===== src/verilog/ccsb_pkg.sv =====
// Purpose: Shared constants and types for the completion sideband check.
// Assumes: One user clock, 256-bit data path by default.
// Notes: Sideband bit 0 is the abort flag, bits 32:1 the byte parity.
package ccsb_pkg;
  localparam int CCSB_DATA_W = 256;
  localparam int CCSB_BYTES = CCSB_DATA_W / 8;
  localparam int CCSB_SB_W = 33;
  localparam int CCSB_ABORT_BIT = 0;
  localparam int CCSB_PAR_LSB = 1;
  localparam int CCSB_PAR_W = 32;
  localparam int CCSB_PAR_USED_256 = 32;
  localparam int CCSB_PAR_USED_128 = 16;
  localparam int CCSB_PAR_USED_64 = 8;
  localparam logic [1:0] CCSB_WIDTH_64 = 2'h0;
  localparam logic [1:0] CCSB_WIDTH_128 = 2'h1;
  localparam logic [1:0] CCSB_WIDTH_256 = 2'h2;
  localparam logic [31:0] CCSB_MASK_64 = 32'h0000_00ff;
  localparam logic [31:0] CCSB_MASK_128 = 32'h0000_ffff;
  localparam logic [31:0] CCSB_MASK_256 = 32'hffff_ffff;

  typedef enum logic [1:0] {
    CCSB_RX_IDLE = 2'h0,
    CCSB_RX_BODY = 2'h1,
    CCSB_RX_ABORT = 2'h3,
    CCSB_RX_DROP = 2'h2
  } ccsb_rx_e;

  typedef enum logic [1:0] {
    CCSB_TX_IDLE = 2'h0,
    CCSB_TX_SEND = 2'h1,
    CCSB_TX_HOLD = 2'h3
  } ccsb_tx_e;

  // Odd parity of every byte: each bit makes its byte plus itself odd.
  function automatic logic [CCSB_PAR_W-1:0] ccsb_odd_parity(input logic [CCSB_DATA_W-1:0] d);
    logic [CCSB_PAR_W-1:0] p;
    p = '0;
    for (int i = 0; i < CCSB_BYTES; i++) begin
      p[i] = ~(^d[i*8 +: 8]);
    end
    return p;
  endfunction : ccsb_odd_parity

  // Mask of meaningful parity bits for the configured data path width.
  function automatic logic [CCSB_PAR_W-1:0] ccsb_par_mask(input logic [1:0] w);
    logic [CCSB_PAR_W-1:0] m;
    m = CCSB_MASK_256;
    if (w == CCSB_WIDTH_64) begin
      m = CCSB_MASK_64;
    end else if (w == CCSB_WIDTH_128) begin
      m = CCSB_MASK_128;
    end
    return m;
  endfunction : ccsb_par_mask
endpackage : ccsb_pkg


===== src/verilog/ccsb_if.sv =====
// Purpose: Completion stream between user source and core sink.
// Assumes: Both ends on i_ref_clk.
// Notes: A beat moves when valid and ready are both high.
`timescale 1ns/1ns
interface ccsb_if;
  import ccsb_pkg::*;
  logic [CCSB_DATA_W-1:0] completion_data_bus;
  logic [CCSB_SB_W-1:0] completion_sideband_bus;
  logic completion_valid;
  logic completion_ready;
  logic completion_last_beat;

  modport source (
    output completion_data_bus, completion_sideband_bus, completion_valid,
    output completion_last_beat,
    input completion_ready
  );
  modport sink (
    input completion_data_bus, completion_sideband_bus, completion_valid,
    input completion_last_beat,
    output completion_ready
  );
endinterface : ccsb_if


===== src/verilog/ccsb_parity_chk.sv =====
// Purpose: Compares the received parity field with the data bytes.
// Assumes: Data and parity come from the same beat.
// Notes: Purely combinational; unused parity lanes are masked off.
`timescale 1ns/1ns
module ccsb_parity_chk
  import ccsb_pkg::*;
(
  input wire logic [CCSB_DATA_W-1:0] i_data,
  input wire logic [CCSB_PAR_W-1:0] i_parity,
  input wire logic [1:0] i_width,
  input wire logic i_enable,
  output logic o_error
);
  // Only the low lanes for the width count; disabled checking never errs.
  wire [CCSB_PAR_W-1:0] lane_mask = ccsb_par_mask(i_width);
  wire [CCSB_PAR_W-1:0] lane_diff = (ccsb_odd_parity(i_data) ^ i_parity) & lane_mask;
  assign o_error = i_enable & (|lane_diff);
endmodule : ccsb_parity_chk


===== src/verilog/ccsb_core_sink.sv =====
// Purpose: Core end of the completion stream: abort and parity handling.
// Assumes: User source keeps the stream handshake rules.
// Assumes: Width, parity enable and endpoint mode are static while packets flow.
// Assumes: Downstream takes the registered copy whenever it pulses.
// Notes: Accepted beats go out as a registered copy with a packet verdict.
// Notes: Verdict pulses follow the packet's last beat by one cycle.
// Notes: After a parity error the broken packet drains, then ready stays low.
// Notes: An abort flag in the first beat of a packet is ignored.
`timescale 1ns/1ns
module ccsb_core_sink
  import ccsb_pkg::*;
(
  input wire logic i_ref_clk,
  input wire logic i_rstn,
  ccsb_if.sink link,
  input wire logic [1:0] i_width,
  input wire logic i_parity_en,
  input wire logic i_is_endpoint,
  input wire logic i_out_ready,
  output logic [CCSB_DATA_W-1:0] o_data,
  output logic o_data_valid,
  output logic o_data_last,
  output logic o_nullify,
  output logic o_discard,
  output logic o_aer_report,
  output logic o_internal_err
);
  // Packet state and the sticky internal error.
  ccsb_rx_e state;
  ccsb_rx_e next_state;
  logic internal_err;
  logic par_err;

  // Byte parity of the data bus against the sideband parity field.
  ccsb_parity_chk u_par (
    .i_data(link.completion_data_bus),
    .i_parity(link.completion_sideband_bus[CCSB_PAR_LSB +: CCSB_PAR_W]),
    .i_width(i_width),
    .i_enable(i_parity_en),
    .o_error(par_err)
  );

  // Ready stalls when downstream is busy. After a parity error the broken
  // packet may still drain so that its discard verdict can appear; then
  // ready stays low until reset.
  wire draining = (state == CCSB_RX_DROP);
  wire blocked = internal_err & ~draining;
  assign link.completion_ready = i_out_ready & ~blocked;
  wire beat = link.completion_valid & link.completion_ready;
  wire abort_seen = beat & link.completion_sideband_bus[CCSB_ABORT_BIT];
  wire last = beat & link.completion_last_beat;
  wire first_beat = (state == CCSB_RX_IDLE);
  // Abort counts from the second beat onward; a first-beat flag is ignored.
  wire abort_now = abort_seen & ~first_beat;

  // Packet verdict so far, including the beat now on the bus.
  wire parity_bad = beat & par_err;
  wire aborted = (state == CCSB_RX_ABORT) | abort_now;
  wire dropped = (state == CCSB_RX_DROP) | parity_bad;

  // Packet state: body, sticky abort, or parity drop until last beat.
  always_comb begin
    next_state = state;
    case (state)
      CCSB_RX_IDLE: begin
        // A first beat opens a packet unless it is its only beat.
        if (beat & ~last) begin
          if (parity_bad) begin
            next_state = CCSB_RX_DROP;
          end else begin
            next_state = CCSB_RX_BODY;
          end
        end
      end
      CCSB_RX_BODY: begin
        // A parity error outranks an abort seen in the same beat.
        if (last) begin
          next_state = CCSB_RX_IDLE;
        end else if (parity_bad) begin
          next_state = CCSB_RX_DROP;
        end else if (abort_now) begin
          next_state = CCSB_RX_ABORT;
        end
      end
      CCSB_RX_ABORT: begin
        // The abort holds even if the flag drops before the last beat.
        if (last) begin
          next_state = CCSB_RX_IDLE;
        end else if (parity_bad) begin
          next_state = CCSB_RX_DROP;
        end
      end
      CCSB_RX_DROP: begin
        // Remaining beats are swallowed; the verdict comes at the last one.
        if (last) begin
          next_state = CCSB_RX_IDLE;
        end
      end
      default: begin
        // Any other value, such as X, falls back to waiting for a packet.
        next_state = CCSB_RX_IDLE;
      end
    endcase
  end

  // Holds the packet state.
  always_ff @(posedge i_ref_clk) begin
    if (!i_rstn) begin
      state <= CCSB_RX_IDLE;
    end else begin
      state <= next_state;
    end
  end

  // Error flag is sticky until reset; reset is the only recovery.
  wire next_internal_err = internal_err | parity_bad;

  // Holds the internal error flag.
  always_ff @(posedge i_ref_clk) begin
    if (!i_rstn) begin
      internal_err <= 1'b0;
    end else begin
      internal_err <= next_internal_err;
    end
  end

  // Next values of the registered outputs; verdicts close at the last beat.
  wire [CCSB_DATA_W-1:0] next_data = beat ? link.completion_data_bus : o_data;
  wire next_data_valid = beat & ~dropped;
  wire next_data_last = last & ~dropped;
  wire next_nullify = last & aborted & ~dropped;
  wire next_discard = last & dropped;
  wire next_aer_report = next_nullify & i_is_endpoint;

  // Holds the data of the newest accepted beat.
  always_ff @(posedge i_ref_clk) begin
    if (!i_rstn) begin
      o_data <= '0;
    end else begin
      o_data <= next_data;
    end
  end

  // Pulses once for each beat that is passed on.
  always_ff @(posedge i_ref_clk) begin
    if (!i_rstn) begin
      o_data_valid <= 1'b0;
    end else begin
      o_data_valid <= next_data_valid;
    end
  end

  // Marks the last beat of a packet that is passed on.
  always_ff @(posedge i_ref_clk) begin
    if (!i_rstn) begin
      o_data_last <= 1'b0;
    end else begin
      o_data_last <= next_data_last;
    end
  end

  // Nullify pulse for an aborted packet.
  always_ff @(posedge i_ref_clk) begin
    if (!i_rstn) begin
      o_nullify <= 1'b0;
    end else begin
      o_nullify <= next_nullify;
    end
  end

  // Discard pulse for a packet with a parity error.
  always_ff @(posedge i_ref_clk) begin
    if (!i_rstn) begin
      o_discard <= 1'b0;
    end else begin
      o_discard <= next_discard;
    end
  end

  // Error report of an aborted packet in endpoint mode.
  always_ff @(posedge i_ref_clk) begin
    if (!i_rstn) begin
      o_aer_report <= 1'b0;
    end else begin
      o_aer_report <= next_aer_report;
    end
  end

  // The sticky error flag goes out as it is.
  assign o_internal_err = internal_err;
endmodule : ccsb_core_sink


===== src/flat_wrapper.sv =====
// flat-port wrapper written by rule: the top's interface ports become plain ports
module ccsb_core_sink_flat import ccsb_pkg::*;
  (i_ref_clk, i_rstn, i_width, i_parity_en, i_is_endpoint, i_out_ready, o_data, o_data_valid, o_data_last, o_nullify, o_discard, o_aer_report, o_internal_err, link_completion_data_bus, link_completion_sideband_bus, link_completion_valid, link_completion_last_beat, link_completion_ready);
  ccsb_if link_i ();
  input wire logic i_ref_clk;
  input wire logic i_rstn;
  input wire logic [1:0] i_width;
  input wire logic i_parity_en;
  input wire logic i_is_endpoint;
  input wire logic i_out_ready;
  output logic [CCSB_DATA_W-1:0] o_data;
  output logic o_data_valid;
  output logic o_data_last;
  output logic o_nullify;
  output logic o_discard;
  output logic o_aer_report;
  output logic o_internal_err;
  input wire logic [$bits(link_i.completion_data_bus)-1:0] link_completion_data_bus;
  input wire logic [$bits(link_i.completion_sideband_bus)-1:0] link_completion_sideband_bus;
  input wire logic [$bits(link_i.completion_valid)-1:0] link_completion_valid;
  input wire logic [$bits(link_i.completion_last_beat)-1:0] link_completion_last_beat;
  output wire logic [$bits(link_i.completion_ready)-1:0] link_completion_ready;
  assign link_i.completion_data_bus = link_completion_data_bus;
  assign link_i.completion_sideband_bus = link_completion_sideband_bus;
  assign link_i.completion_valid = link_completion_valid;
  assign link_i.completion_last_beat = link_completion_last_beat;
  assign link_completion_ready = link_i.completion_ready;
  ccsb_core_sink u_core (.i_ref_clk(i_ref_clk), .i_rstn(i_rstn), .link(link_i), .i_width(i_width), .i_parity_en(i_parity_en), .i_is_endpoint(i_is_endpoint), .i_out_ready(i_out_ready), .o_data(o_data), .o_data_valid(o_data_valid), .o_data_last(o_data_last), .o_nullify(o_nullify), .o_discard(o_discard), .o_aer_report(o_aer_report), .o_internal_err(o_internal_err));
endmodule

===== config.mk =====
export PLATFORM = sky130hd
export DESIGN_NAME = ccsb_core_sink_flat
export DESIGN_NICKNAME = d
export VERILOG_FILES = /design/src/verilog/ccsb_pkg.sv /design/src/verilog/ccsb_if.sv /design/src/verilog/ccsb_parity_chk.sv /design/src/verilog/ccsb_core_sink.sv /design/src/flat_wrapper.sv
export SDC_FILE = /design/constraint.sdc
export NUM_CORES = 1
export LEC_CHECK = 0
export ABC_AREA = 1
export BUFFER_PORTS_ARGS = -buffer_cell sky130_fd_sc_hd__buf_2
export CORE_AREA = 2 2 217 219
export DETAILED_ROUTE_END_ITERATION = 12
export DIE_AREA = 0 0 219 221
export GPL_TIMING_DRIVEN = 0
export SLEW_MARGIN = 10
export SYNTH_ARGS = -nofsm -noshare
export SYNTH_HDL_FRONTEND = slang
export SYNTH_HIERARCHICAL = 1
export SYNTH_SLANG_ARGS = --single-unit
export TNS_END_PERCENT = 20

===== constraint.sdc =====
create_clock -name i_ref_clk -period 2.4 [get_ports i_ref_clk]
set_input_delay 0.48 -clock i_ref_clk [delete_from_list [all_inputs] [get_ports i_ref_clk]]
set_output_delay 0.48 -clock i_ref_clk [all_outputs]
set_load 0.02 [all_outputs]

# [Word level (Yosys, flattened, before mapping)]
# Index checks and enable logic that the tools add are counted.
[op_classes] eq_ne=8 mux=11 bitwise_logic=57 reduce_logical=36
[op_table] operator="$reduce_xor A8 Y1" count=32
[op_table] operator="$mux W32" count=2
[op_table] operator="$not A1 Y1" count=37
[op_table] operator="$and A32 B32 Y32" count=1
[op_table] operator="$reduce_or A32 Y1" count=1
[op_table] operator="$xor A32 B32 Y32" count=1
[op_table] operator="$mux W2" count=8
[op_table] operator="$and A1 B1 Y1" count=15
[op_table] operator="$pmux W2 S4" count=1
[op_table] operator="$eq A2 B1 Y1 const B" count=2
[op_table] operator="$eq A2 B2 Y1 const B" count=2
[op_table] operator="$logic_not A2 Y1" count=2
[op_table] operator="$ne A2 B2 Y1 const B" count=2
[op_table] operator="$ne A4 B1 Y1 const B" count=1
[op_table] operator="$reduce_and A4 Y1" count=1
[op_table] operator="$ne A3 B1 Y1 const B" count=1
[op_table] operator="$or A1 B1 Y1" count=3
[totals] reg_bits=264 input_bits=298 elab_cells=120

# [Longest topological paths before layout]
# Gate-level depths: netlist of the first run.
[depth] ltp_word=12 depth_mapped=22

# [Cells and area by module]
# The synthesis of the first run kept the hierarchy.
[modules_own_cells] module="ccsb_core_sink" instances=1 cells_per_inst=1201 area_per_inst_um2=11363.4
[modules_own_cells] module="ccsb_parity_chk" instances=1 cells_per_inst=840 area_per_inst_um2=3991.3

# [Least setup slack after synthesis of the first run]
# OpenSTA, ideal clock, no wires.
[synth_timing] path_kind="input -> register" start="in link_completion_data_bus[33]" end="reg u_core.state[1]" setup_time_ns=0.115 arrival_ns=1.906 setup_slack_ns=0.379 cell_stages=19 cell_sequence="or2_1 nand2_1 nand2_1 nand3b_1 nand2_1 nand2_1 nand2_1 nand2_1 nor2_1 nand2_1 nor2_1 a21oi_1 nand4_1 inv_1 nor2_1 nor2_1 nand3_1 nand2_1 nor2_1"
[synth_between] elab_chain_len=10
[synth_lines] item="from (decl)" line="flat_wrapper.sv:18" source="input wire logic [$bits(link_i.completion_data_bus)-1:0] link_completion_data_bus;"
[synth_lines] item="$reduce_xor A8 Y1 *" line="ccsb_pkg.sv:39" source="p[i] = ~(^d[i*8 +: 8]);"
[synth_lines] item="$not A1 Y1 *" line="ccsb_pkg.sv:39"
[synth_lines] item="$xor A32 B32 Y32 *" line="ccsb_parity_chk.sv:16" source="wire [CCSB_PAR_W-1:0] lane_diff = (ccsb_odd_parity(i_data) ^ i_parity) & lane_mask;"
[synth_lines] item="$and A32 B32 Y32 *" line="ccsb_parity_chk.sv:16"
[synth_lines] item="$reduce_or A32 Y1 *" line="ccsb_parity_chk.sv:17" source="assign o_error = i_enable & (|lane_diff);"
[synth_lines] item="$and A1 B1 Y1 *" line="ccsb_parity_chk.sv:17"
[synth_lines] item="named net u_core.par_err" line="ccsb_core_sink.sv:32" source="logic par_err;"
[synth_lines] item="$and A1 B1 Y1 *" line="ccsb_core_sink.sv:57" source="wire parity_bad = beat & par_err;"
[synth_lines] item="$mux W2 (on tied branches)" line="ccsb_core_sink.sv:79, ccsb_core_sink.sv:68"
[synth_lines] item="$mux W2 (on tied branches)" line="ccsb_core_sink.sv:77, ccsb_core_sink.sv:67"
[synth_lines] item="$pmux W2 S4" line="ccsb_core_sink.sv:64" source="case (state)"
[synth_lines] item="to (signal assigned)" line="ccsb_core_sink.sv:111" source="state <= next_state;"
[synth_lines] item="to (decl)" line="ccsb_core_sink.sv:29" source="ccsb_rx_e state;"
# Mark *: on every way through the listed nets, which the timed path passes. The rest lies on a longest branch. The select of a mux whose other input is x is not followed.
# A chain may end at the register's enable or synchronous reset.

# [Final worst setup path of the first run]
[layout_timing] start="reg u_core.state[1]" end="out link_completion_ready"
[layout_between] elab_chain_len=5
[layout_lines] item="$eq A2 B2 Y1" line="ccsb_core_sink.sv:46" source="wire draining = (state == CCSB_RX_DROP);"
[layout_lines] item="$not A1 Y1" line="ccsb_core_sink.sv:47" source="wire blocked = internal_err & ~draining;"
[layout_lines] item="$and A1 B1 Y1" line="ccsb_core_sink.sv:47"
[layout_lines] item="$not A1 Y1" line="ccsb_core_sink.sv:48" source="assign link.completion_ready = i_out_ready & ~blocked;"
[layout_lines] item="$and A1 B1 Y1" line="ccsb_core_sink.sv:48"
[layout_lines] item="to (decl)" line="flat_wrapper.sv:22" source="output wire logic [$bits(link_i.completion_ready)-1:0] link_completion_ready;"
# Every way passes these cells.

==> impl_metrics.py, run 1 <==
metrics = {
    "routing": {
        "wl_per_cell_um": 16.5,
        "drt_iter0_markers": 828,
        "via_count": 15500,
        "avgViaCountPerCell": 4.72,
        "postRouteAntennaNets": 0,
        "wl_um": 54100,
        "firstDrtPassIters": 5,
        "drc": 0,
    },
    "pwr": {
        "ir_worst_vdd_mv": 0.482,
        "power_w": 0.0130,
        "clkPwrFrac_pct": 38.3,
        "pwr_density_cell_nw_per_um2": 646,
        "seq_power_share_pct": 36.9,
        "power.switching_w": 0.00412,
        "sw_frac_of_total_pct": 31.8,
        "leakage_nw": 9.65,
        "power.internal_w": 0.00883,
        "combPwrFrac_pct": 24.8,
    },
    "global_routing": {
        "grt_pass1_wl_um": 82300,
        "grt_use_met3_pct": 7.67,
        "antenna_found_initial": 24,
        "grt_max_degree": 15,
        "grt_overflow": 0,
        "grt_use_met1_pct": 24.3,
        "gr-max-usage-layer": "met2",
        "track_usage_pct": 21.4,
        "grtUsageMet2_pct": 37.0,
        "first_global_vias": 15100,
    },
    "timing": {
        "tightestPinTransition_ns": 0.835,
        "final.period_utilization_pct": 95.6,
        "finalWorstSetupSlack_ns": 0.106,
        "maxSlewHeadroom_pct": 44.3,
        "slew_viol_final": 0,
        "finalSetupViolCount": 0,
        "period_minus_slack_ns": 2.29,
        "fmax_mhz": 436,
        "final-hold-violation-count": 0,
        "rsz0062_at_grt": "false",
        "finClkSkew_ns": 0.0142,
    },
    "synthesis": {
        "synth_cells": 2041,
        "synth_seq_cells": 264,
        "synth_cell_types": 30,
        "syn_area_per_cell_um2": 7.52,
        "syn_area_um2": 15400,
        "synth_seq_area_share_pct": 34.4,
        "yosys_warnings": 6,
        "synth.net_count": 2339,
    },
    "cells_and_area": {
        "fillers": 4724,
        "multi_input_area_um2": 8580,
        "synthToLayoutAreaGrowth_pct": 30.5,
        "drive_gt1_share_pct": 39.2,
        "nets": 2934,
        "design_area_um2": 20000,
        "regArea_um2": 5290,
    },
    "flow_run": {
        "maxCapViolCount": 0,
    },
    "worst_setup_path": {
        "cp.arrival_ns": 1.81,
        "critPathLaunchType": "flip-flop",
        "cp_max_fo": 10,
        "setup.worst_path.start": "u_core/state[1]",
        "r2r_start": "u_core/state[0]",
        "timing_worst_setup_path_type": "reg2out",
        "worst_setup_path_end_kind": "output pin",
        "required_ns": 1.92,
    },
    "die": {
        "start_util_pct": 33.3,
        "die_y_um": 221,
        "io_pins": 561,
        "core_um2": 46100,
        "dieArea_um2": 48400,
        "rows": 79,
        "fp.dieW_um": 219,
    },
    "place": {
        "place_congestion": 0.897,
        "port_buffers": 558,
        "post-dp-hpwl_um": 43300,
        "place_area_um2": 18900,
        "pre_cts_ws_ns": -0.703,
    },
    "hold_path": {
        "hp-start": "i_rstn",
        "hp-class": "in2reg",
    },
    "status": {
        "outcome": "completed",
    },
    "clock_network": {
        "cts_made_buffers": 31,
        "cts_buffer_depth": 3,
        "cts_tree": "done",
        "cts_root_buf": "clkbuf_16",
        "clk_pin_slew_ns": 0.05,
        "cts-hold-fix-buffers": 0,
        "cts_htree_levels": 1,
        "clk_latency_ns": 0.57,
        "clock_sinks": 264,
    },
}
[final cells by class]
class | instances | area share [%]
clock buffer | 46 | 4.55
sequential | 264 | 26.4
inverter | 188 | 3.52
tap | 607 | 3.79
timing repair buffer | 562 | 14.1
multi-input combinational | 1472 | 42.8
clock inverter | 9 | 0.749
antenna | 10 | 0.125
buffer | 117 | 3.98
[cells by family after synthesis]
group	count (synthesis)	synth area share (%)
xor+xnor	129	7.41
simple gates	1080	36.4
flops	264	34.4
buf+inv	305	9.75
compound gates	263	12.1
[final timing paths]
path / endpoint / slack [ns] / cells after the start
min: u_core/state[1] / 0.16 / 3
min reg2reg: u_core/o_data[219] / 0.46 / 2
max: link_completion_ready / 0.11 / 4
max reg2reg: u_core/o_data[11] / 0.70 / 8
[metal layers]
metal	routed length (um)	part of all wire, %
met1	21500	40
met2	25700	48
met3	5090	9.4
met4	1630	3.0
met5	162	0.30
[synth_stat cells]
master    instances  area [um^2]
a21oi_1         121          606
o21ai_0           1         5.00
or2_0             1         6.26
nand3_1         166          831
nand2_1         658         2470
a21boi_4          1         18.8
nand4_2           1         12.5
buf_8            10          150
nand2b_1          2         12.5
nand3_2         201         2010
nor3_1            3         15.0
nand3b_1          6         45.0
nand2_2           2         12.5
a21oi_2         138         1210
dfxtp_1         264         5290
clkbuf_1         36          135
xnor2_2           1         16.3
clkinv_1          1         3.75
o21bai_1          2         15.0
xnor2_1          70          613
buf_2            51          255
inv_1           185          694
nor2_1           34          128
inv_2             2         7.51
xor2_1           58          508
buf_12            6          120
nand4_1           2         12.5
or2_1             4         25.0
buf_4             7         52.6
buf_6             7         78.8
[power groups by stage]
stage / Clock [W] / Sequential (W) / Combinational (W)
floorplan: 0 / 0.00513 / 0.00180
global placement: 0 / 0.00486 / 0.00313
detailed placement: 0 / 0.00486 / 0.00319
CTS: 0.00510 / 0.00477 / 0.00320
global route: 0.00526 / 0.00480 / 0.00355
finish: 0.00496 / 0.00477 / 0.00321
[state kept, by name, summed over array words and instances, names as in the netlist]
register,count
u_core/o_data,256
u_core/o_aer_report,1
u_core/o_data_last,1
u_core/o_data_valid,1
u_core/o_discard,1
u_core/o_nullify,1
u_core/o_internal_err,1
u_core/state,2
[cell usage in the layout (no fill, tap or decap), types with 2 or more instances in the layout]
cell type	Yosys	routed
a21oi_1	121	120
a21oi_2	138	139
buf_12	6	6
buf_2	51	607
buf_4	7	11
buf_6	7	7
buf_8	10	10
bufinv_16	0	4
clkbuf_1	36	42
clkbuf_16	0	31
clkbuf_4	0	2
clkbuf_8	0	8
clkinv_2	0	3
clkinvlp_4	0	2
dfxtp_1	264	264
diode_2	0	10
inv_1	185	185
inv_2	2	2
nand2_1	658	658
nand2_2	2	2
nand2b_1	2	2
nand3_1	166	166
nand3_2	201	201
nand3b_1	6	6
nand4_1	2	2
nor2_1	34	32
nor2_2	0	2
nor3_1	3	3
o21bai_1	2	2
or2_1	4	5
xnor2_1	70	70
xor2_1	58	58
[timing repair]
| action | 4_1_cts | 5_1_grt |
|---|---|---|
| buffers inserted | 0 | 4 |
| resized for setup | 2 | 5 |
| pin swaps | 0 | 1 |
| endpoints found under the setup margin | 6 | 8 |
[through the flow]
step,hold slack [ns],TNS (ns),util [%],std cells
after floorplan,0.526,0,-,2041
after global placement,0.449,-4.95,41.0,3206
after detailed placement,0.452,-4.80,41.0,3206
after CTS,0.119,-0.0674,43.4,3261
after global routing,0.144,0,43.5,3274
final,0.155,0,43.5,3275
[critical path, stage by stage, from the launching register on]
cell and delay, ns:
dfxtp_1 0.40, nand2_2 0.12, a21boi_4 0.26, clkbuf_4 0.26, buf_2 0.20
No activity file was read; power rests on OpenSTA's default activity.
==> inputs of run 2 (changes only) <==
RECOVER_POWER = 50   (was unset)
==> run 2 against run 1 <==
  * Worst hold slack gained 0.0041 ns
  * Via count rose by 0.27%
  * Register-to-register slack got worse by 0.34 ns
  * Sequential share of layout area rose by 0.44 points
  * Sequential power hardly changed
  * Final area decreased by 1.7%
  * Setup slack better by 0.0059 ns
  * Total power is 0.49% lower
  * Critical path depth unchanged
  * Largest power group unchanged
==> impl_metrics.py, run 2 (synthesis results as in run 1) <==
metrics = {
    "clock_network": {
        "cts-hold-fix-buffers": 0,
        "cts_htree_levels": 1,
        "clock_sinks": 264,
        "clk_latency_ns": 0.57,
        "clk_pin_slew_ns": 0.05,
        "cts_buffer_depth": 3,
        "cts_root_buf": "clkbuf_16",
        "cts_made_buffers": 31,
        "cts_tree": "done",
    },
    "pwr": {
        "pwr_density_cell_nw_per_um2": 654,
        "power_w": 0.0129,
        "ir_worst_vdd_mv": 0.481,
        "leakage_nw": 8.58,
    },
    "cells_and_area": {
        "final_cell_mix": "nand2_1, buf_2, clkbuf_1",
        "drive_gt1_share_pct": 29.4,
        "regMostFlops": "u_core/o_data",
        "top_regs": "u_core/o_data: 256 flops, u_core/state: 2 flops",
        "synthToLayoutAreaGrowth_pct": 28.3,
        "final_common_cell": "nand2_1",
        "largest_reg_flops": 256,
        "nets": 2934,
        "design_area_um2": 19700,
    },
    "flow_run": {
        "maxCapViolCount": 0,
    },
    "worst_setup_path": {
        "critPathLaunchType": "flip-flop",
        "path_cells": "nand2_2 > a21boi_4 > clkbuf_4 > buf_2",
        "worst_setup_path_end_kind": "output pin",
        "cp.arrival_ns": 1.81,
        "cp_slowest_stage_delay_ns": 0.40,
        "ff2ff_setup_slack_ns": 0.36,
        "crit_slowest_cell": "dfxtp_1",
        "required_ns": 1.92,
        "cp_max_fo": 10,
        "timing_worst_setup_path_type": "reg2out",
    },
    "timing": {
        "slew_viol_final": 0,
        "final.period_utilization_pct": 95.3,
        "rsz0062_at_grt": "false",
        "finalSetupViolCount": 0,
        "finClkSkew_ns": 0.0146,
        "whs_ns": 0.159,
        "maxSlewHeadroom_pct": 43.5,
        "final-hold-violation-count": 0,
        "tightestPinTransition_ns": 0.847,
        "fmax_mhz": 437,
        "finalWorstSetupSlack_ns": 0.112,
        "period_minus_slack_ns": 2.29,
    },
    "place": {
        "port_buffers": 558,
        "place_congestion": 0.897,
        "post-dp-hpwl_um": 43300,
        "place_area_um2": 18900,
        "pre_cts_ws_ns": -0.703,
    },
    "global_routing": {
        "grt_pass1_wl_um": 82300,
        "first_global_vias": 15100,
        "grt_overflow": 0,
        "track_usage_pct": 21.4,
        "antenna_found_initial": 24,
        "grt_max_degree": 15,
    },
    "die": {
        "fp.dieW_um": 219,
        "die_y_um": 221,
        "rows": 79,
        "start_util_pct": 33.3,
        "io_pins": 561,
        "core_um2": 46100,
        "dieArea_um2": 48400,
    },
    "hold_path": {
        "hp-class": "in2reg",
    },
    "routing": {
        "firstDrtPassIters": 7,
        "avgViaCountPerCell": 4.73,
        "via_count": 15500,
        "wl_per_cell_um": 16.5,
        "postRouteAntennaNets": 0,
        "drt_iter0_markers": 844,
        "drc": 0,
        "wl_um": 54100,
    },
    "status": {
        "outcome": "completed",
    },
}
==> run 2: cell type report <==
class	count	area [um^2]
fillers	4847	26400
multi-input cells	1472	8570
flip-flops and latches	264	5290
repair buffers	562	2500
clock buffers	46	912
plain buffers	117	795
well taps	607	759
inverters	188	706
clock inverters	9	150
diodes	10	25.0
==> run 2: metrics by stage <==
stage	util (%)	setup TNS [ns]	cells
finish	42.8	0	3275
global route	42.8	0	3273
CTS	43.4	-0.0674	3261
detailed placement	41.0	-4.80	3206
global placement	41.0	-4.95	3206
floorplan	-	0	2041
==> run 2: what timing repair did <==
action                                 in CTS  in global routing
setup endpoints to repair                   6                  8
buffers inserted                            0                  4
endpoints found under the hold margin       0                  0
gates resized for setup                     2                  5
pin swaps                                   0                  1
==> run 2: path summary, 6_finish.rpt <==
check             cells after the start                     to          startpoint
setup / recovery                      4  link_completion_ready     u_core/state[1]
setup reg to reg                      8     u_core/o_data[205]     u_core/state[0]
hold reg to reg                       2     u_core/o_data[219]  u_core/o_data[219]
hold / removal                        3        u_core/state[1]              i_rstn
==> run 2: critical path, delay by kind of cell (launching register included) <==
kind,cells,cell delay [ns]
buf+inv,2,0.46
flops,1,0.40
compound gates,1,0.26
simple gates,1,0.11
==> run 2: report_power, final <==
part | total (W) | internal, W | switching [W]
logic | 0.00315 | 0.00111 | 0.00204
registers | 0.00478 | 0.00463 | 0.000148
clock network | 0.00496 | 0.00303 | 0.00193
total | 0.0129 | 0.00877 | 0.00412
==> run 2: metal layers <==
metal  track usage, %  vias to the layer above  wire length (um)
met4             6.97                       28              1480
met3             7.67                      107              5120
met2             37.0                      453             25900
li1                 -                     7740                 -
met1             24.3                     7171             21400
met5                0                        -               162
==> inputs of run 3 (changes only) <==
ABC_AREA = unset   (was 1)
CORE_AREA = 2 2 220 222   (was 2 2 217 219)
DIE_AREA = 0 0 222 224   (was 0 0 219 221)
==> run 3 against run 2 <==
  * The flow now finishes with violations (negative setup slack)
  * Clock power down 12%
  * Flip-flop and latch count is the same
  * Final cell count down 20%
  * Critical endpoint is now u_core/o_aer_report
==> impl_metrics.py, run 3 <==
metrics = {
    "status": {
        "outcome": "finished, violations left",
        "violations": "negative setup slack",
    },
    "synthesis": {
        "synth_top_family_by_area": "XOR/XNOR gates",
        "synth_area_leaders": "dfxtp_1, nand2_1, xnor2_1",
        "yosysMostFrequentCell": "nand2_1",
        "syn_area_um2": 12200,
        "synth_edf_count": 0,
        "synthFlopType": "dfxtp_1",
        "synth.area.mux_share_pct": 0.164,
        "synthSimpleGateAreaFrac_pct": 16.9,
        "syn_area_per_cell_um2": 8.82,
        "synth_top_area_cell": "dfxtp_1",
        "async_flop_share_pct": 0,
        "synth_cells": 1387,
        "yosys_warnings": 6,
        "synth_seq_cells": 264,
        "synth.net_count": 1685,
        "synth_common_cells": "nand2_1, dfxtp_1, a21boi_1",
        "synth-compound-area-share_pct": 16.6,
        "synth_seq_area_share_pct": 43.2,
        "synthXorXnorAreaFrac_pct": 19.6,
        "synth_cell_types": 33,
        "synth_top_area_share_pct": 43.2,
        "synth_fa_ha_area_share_pct": 0,
    },
    "die": {
        "die_y_um": 224,
        "core_um2": 47300,
        "rows": 80,
        "fp.dieW_um": 222,
        "start_util_pct": 25.8,
        "dieArea_um2": 49700,
        "io_pins": 561,
    },
    "place": {
        "post-dp-hpwl_um": 36800,
        "port_buffers": 559,
        "place_congestion": 0.902,
        "place_area_um2": 15800,
    },
    "cells_and_area": {
        "final_common_cell": "nand2_1",
        "drive_gt1_share_pct": 21.1,
        "top_regs": "u_core/o_data: 256 flops, u_core/state: 2 flops",
        "design_area_um2": 16600,
        "largest_reg_flops": 256,
        "post-route-util_pct": 35.2,
        "nets": 2276,
        "regMostFlops": "u_core/o_data",
        "synthToLayoutAreaGrowth_pct": 36.0,
        "final_cell_mix": "nand2_1, buf_2, clkbuf_1",
    },
    "routing": {
        "drt_iter0_markers": 405,
        "wl_um": 45700,
        "via_count": 11600,
        "postRouteAntennaNets": 0,
        "avgViaCountPerCell": 4.41,
        "wl_per_cell_um": 17.4,
        "drc": 0,
        "firstDrtPassIters": 4,
    },
    "clock_network": {
        "cts_tree": "done",
        "clk_pin_slew_ns": 0.06,
        "clock_sinks": 264,
        "cts_buffer_depth": 3,
        "cts-hold-fix-buffers": 0,
        "clk_latency_ns": 0.57,
        "cts_made_buffers": 30,
        "cts_root_buf": "clkbuf_16",
        "cts_htree_levels": 1,
    },
    "global_routing": {
        "track_usage_pct": 17.6,
        "antenna_found_initial": 13,
        "grt_max_degree": 15,
        "grt_overflow": 0,
        "grt_pass1_wl_um": 67900,
        "first_global_vias": 11800,
    },
    "timing": {
        "maxSlewHeadroom_pct": 43.1,
        "final.period_utilization_pct": 105,
        "finClkSkew_ns": 0.0106,
        "period_minus_slack_ns": 2.53,
        "finalWorstSetupSlack_ns": -0.131,
        "final-hold-violation-count": 0,
        "slew_viol_final": 0,
        "rsz0062_at_grt": "true",
        "fmax_mhz": 395,
        "finalSetupViolCount": 4,
        "tightestPinTransition_ns": 0.853,
    },
    "worst_setup_path": {
        "worst_setup_path_end_kind": "flip-flop",
        "cp_max_fo": 4,
        "critPathLaunchType": "input port",
        "required_ns": 2.89,
        "timing_worst_setup_path_type": "in2reg",
        "cp.arrival_ns": 3.03,
    },
    "pwr": {
        "leakage_nw": 6.69,
        "ir_worst_vdd_mv": 0.522,
        "pwr_density_cell_nw_per_um2": 701,
    },
    "flow_run": {
        "maxCapViolCount": 0,
    },
    "hold_path": {
        "hp-class": "in2reg",
    },
}
==> run 3: cell types whose count changed in the layout (fill, tap and decap cells not counted), moves of 117 or more <==
cell      before  now
nand3_1      167    0
inv_1        185    2
a21boi_1       0  189
a21oi_2      139    0
nand2_1      659  515
nand3_2      200    0
a21oi_1      120    3
==> run 3: kinds of logic after synthesis <==
family,Yosys count
AO/OA/AOI/OAI,268
multiplexers,2
XOR/XNOR,228
AND/OR/NAND/NOR,537
flip-flops,264
buffers and inverters,88
==> run 3: critical path, cell delays in order <==
cell,delay (ns)
buf_8,0.11
xnor2_4,0.14
xnor3_1,0.44
xnor2_2,0.29
nand4_1,0.25
o41ai_4,0.52
a31oi_4,0.22
nor2b_4,0.18
nand4_1,0.18
nor3b_2,0.22
==> run 3: through the flow <==
| step | TNS [ns] | power [W] | hold WS [ns] | cells | setup slack (ns) |
|---|---|---|---|---|---|
| 2_1_floorplan | 0 | 0.00635 | 0.531 | 1387 | 0.0579 |
| 3_3_place_gp | -30.71 | 0.00734 | 0.437 | 2561 | -1.41 |
| 3_5_place_dp | -31.56 | 0.00737 | 0.443 | 2561 | -1.44 |
| 4_1_cts | -0.213 | 0.0119 | 0.116 | 2616 | -0.144 |
| 5_1_grt | -0.764 | 0.0122 | 0.130 | 2621 | -0.255 |
| 6_report | -0.243 | 0.0117 | 0.156 | 2622 | -0.131 |
==> run 3: power by group <==
part / internal [W] / switching (W) / total [W]
Clock: 0.00248 / 0.00188 / 0.00436
Sequential: 0.00459 / 0.000116 / 0.00471
Combinational: 0.00115 / 0.00145 / 0.00260
==> run 3: final timing paths <==
check	from	to	slack [ns]	cells past startpoint
worst min register to register	u_core/o_data[181]	u_core/o_data[181]	0.45	2
worst min-delay path	link_completion_data_bus[219]	u_core/o_data[219]	0.16	3
worst max-delay path	link_completion_data_bus[151]	u_core/o_aer_report	-0.13	10
worst max register to register	u_core/state[0]	u_core/o_data[208]	0.27	6
==> run 3: what timing repair did <==
action | 4_1_cts | 5_1_grt
pin swaps | 20 | 9
resized for setup | 32 | 6
gates cloned | 0 | 0
endpoints found under the setup margin | 8 | 5
setup buffers | 0 | 0
==> run 3: area by class of cell <==
type | instances | area (um^2)
antenna | 6 | 15.0
buffer | 86 | 433
clock buffer | 47 | 876
clock inverter | 8 | 42.5
fill | 5072 | 30700
inverter | 2 | 7.51
multi-input combinational | 1035 | 6700
sequential | 264 | 5290
tap | 615 | 769
timing repair buffer | 559 | 2510
==> run 3: metal layers <==
metal  wire [um]  part of all wire (%)  track usage, %
met4        1460                   3.2            5.93
met2       22300                    49            31.4
met1       18100                    40            19.6
met3        3720                   8.1            5.80
met5          57                  0.12               0
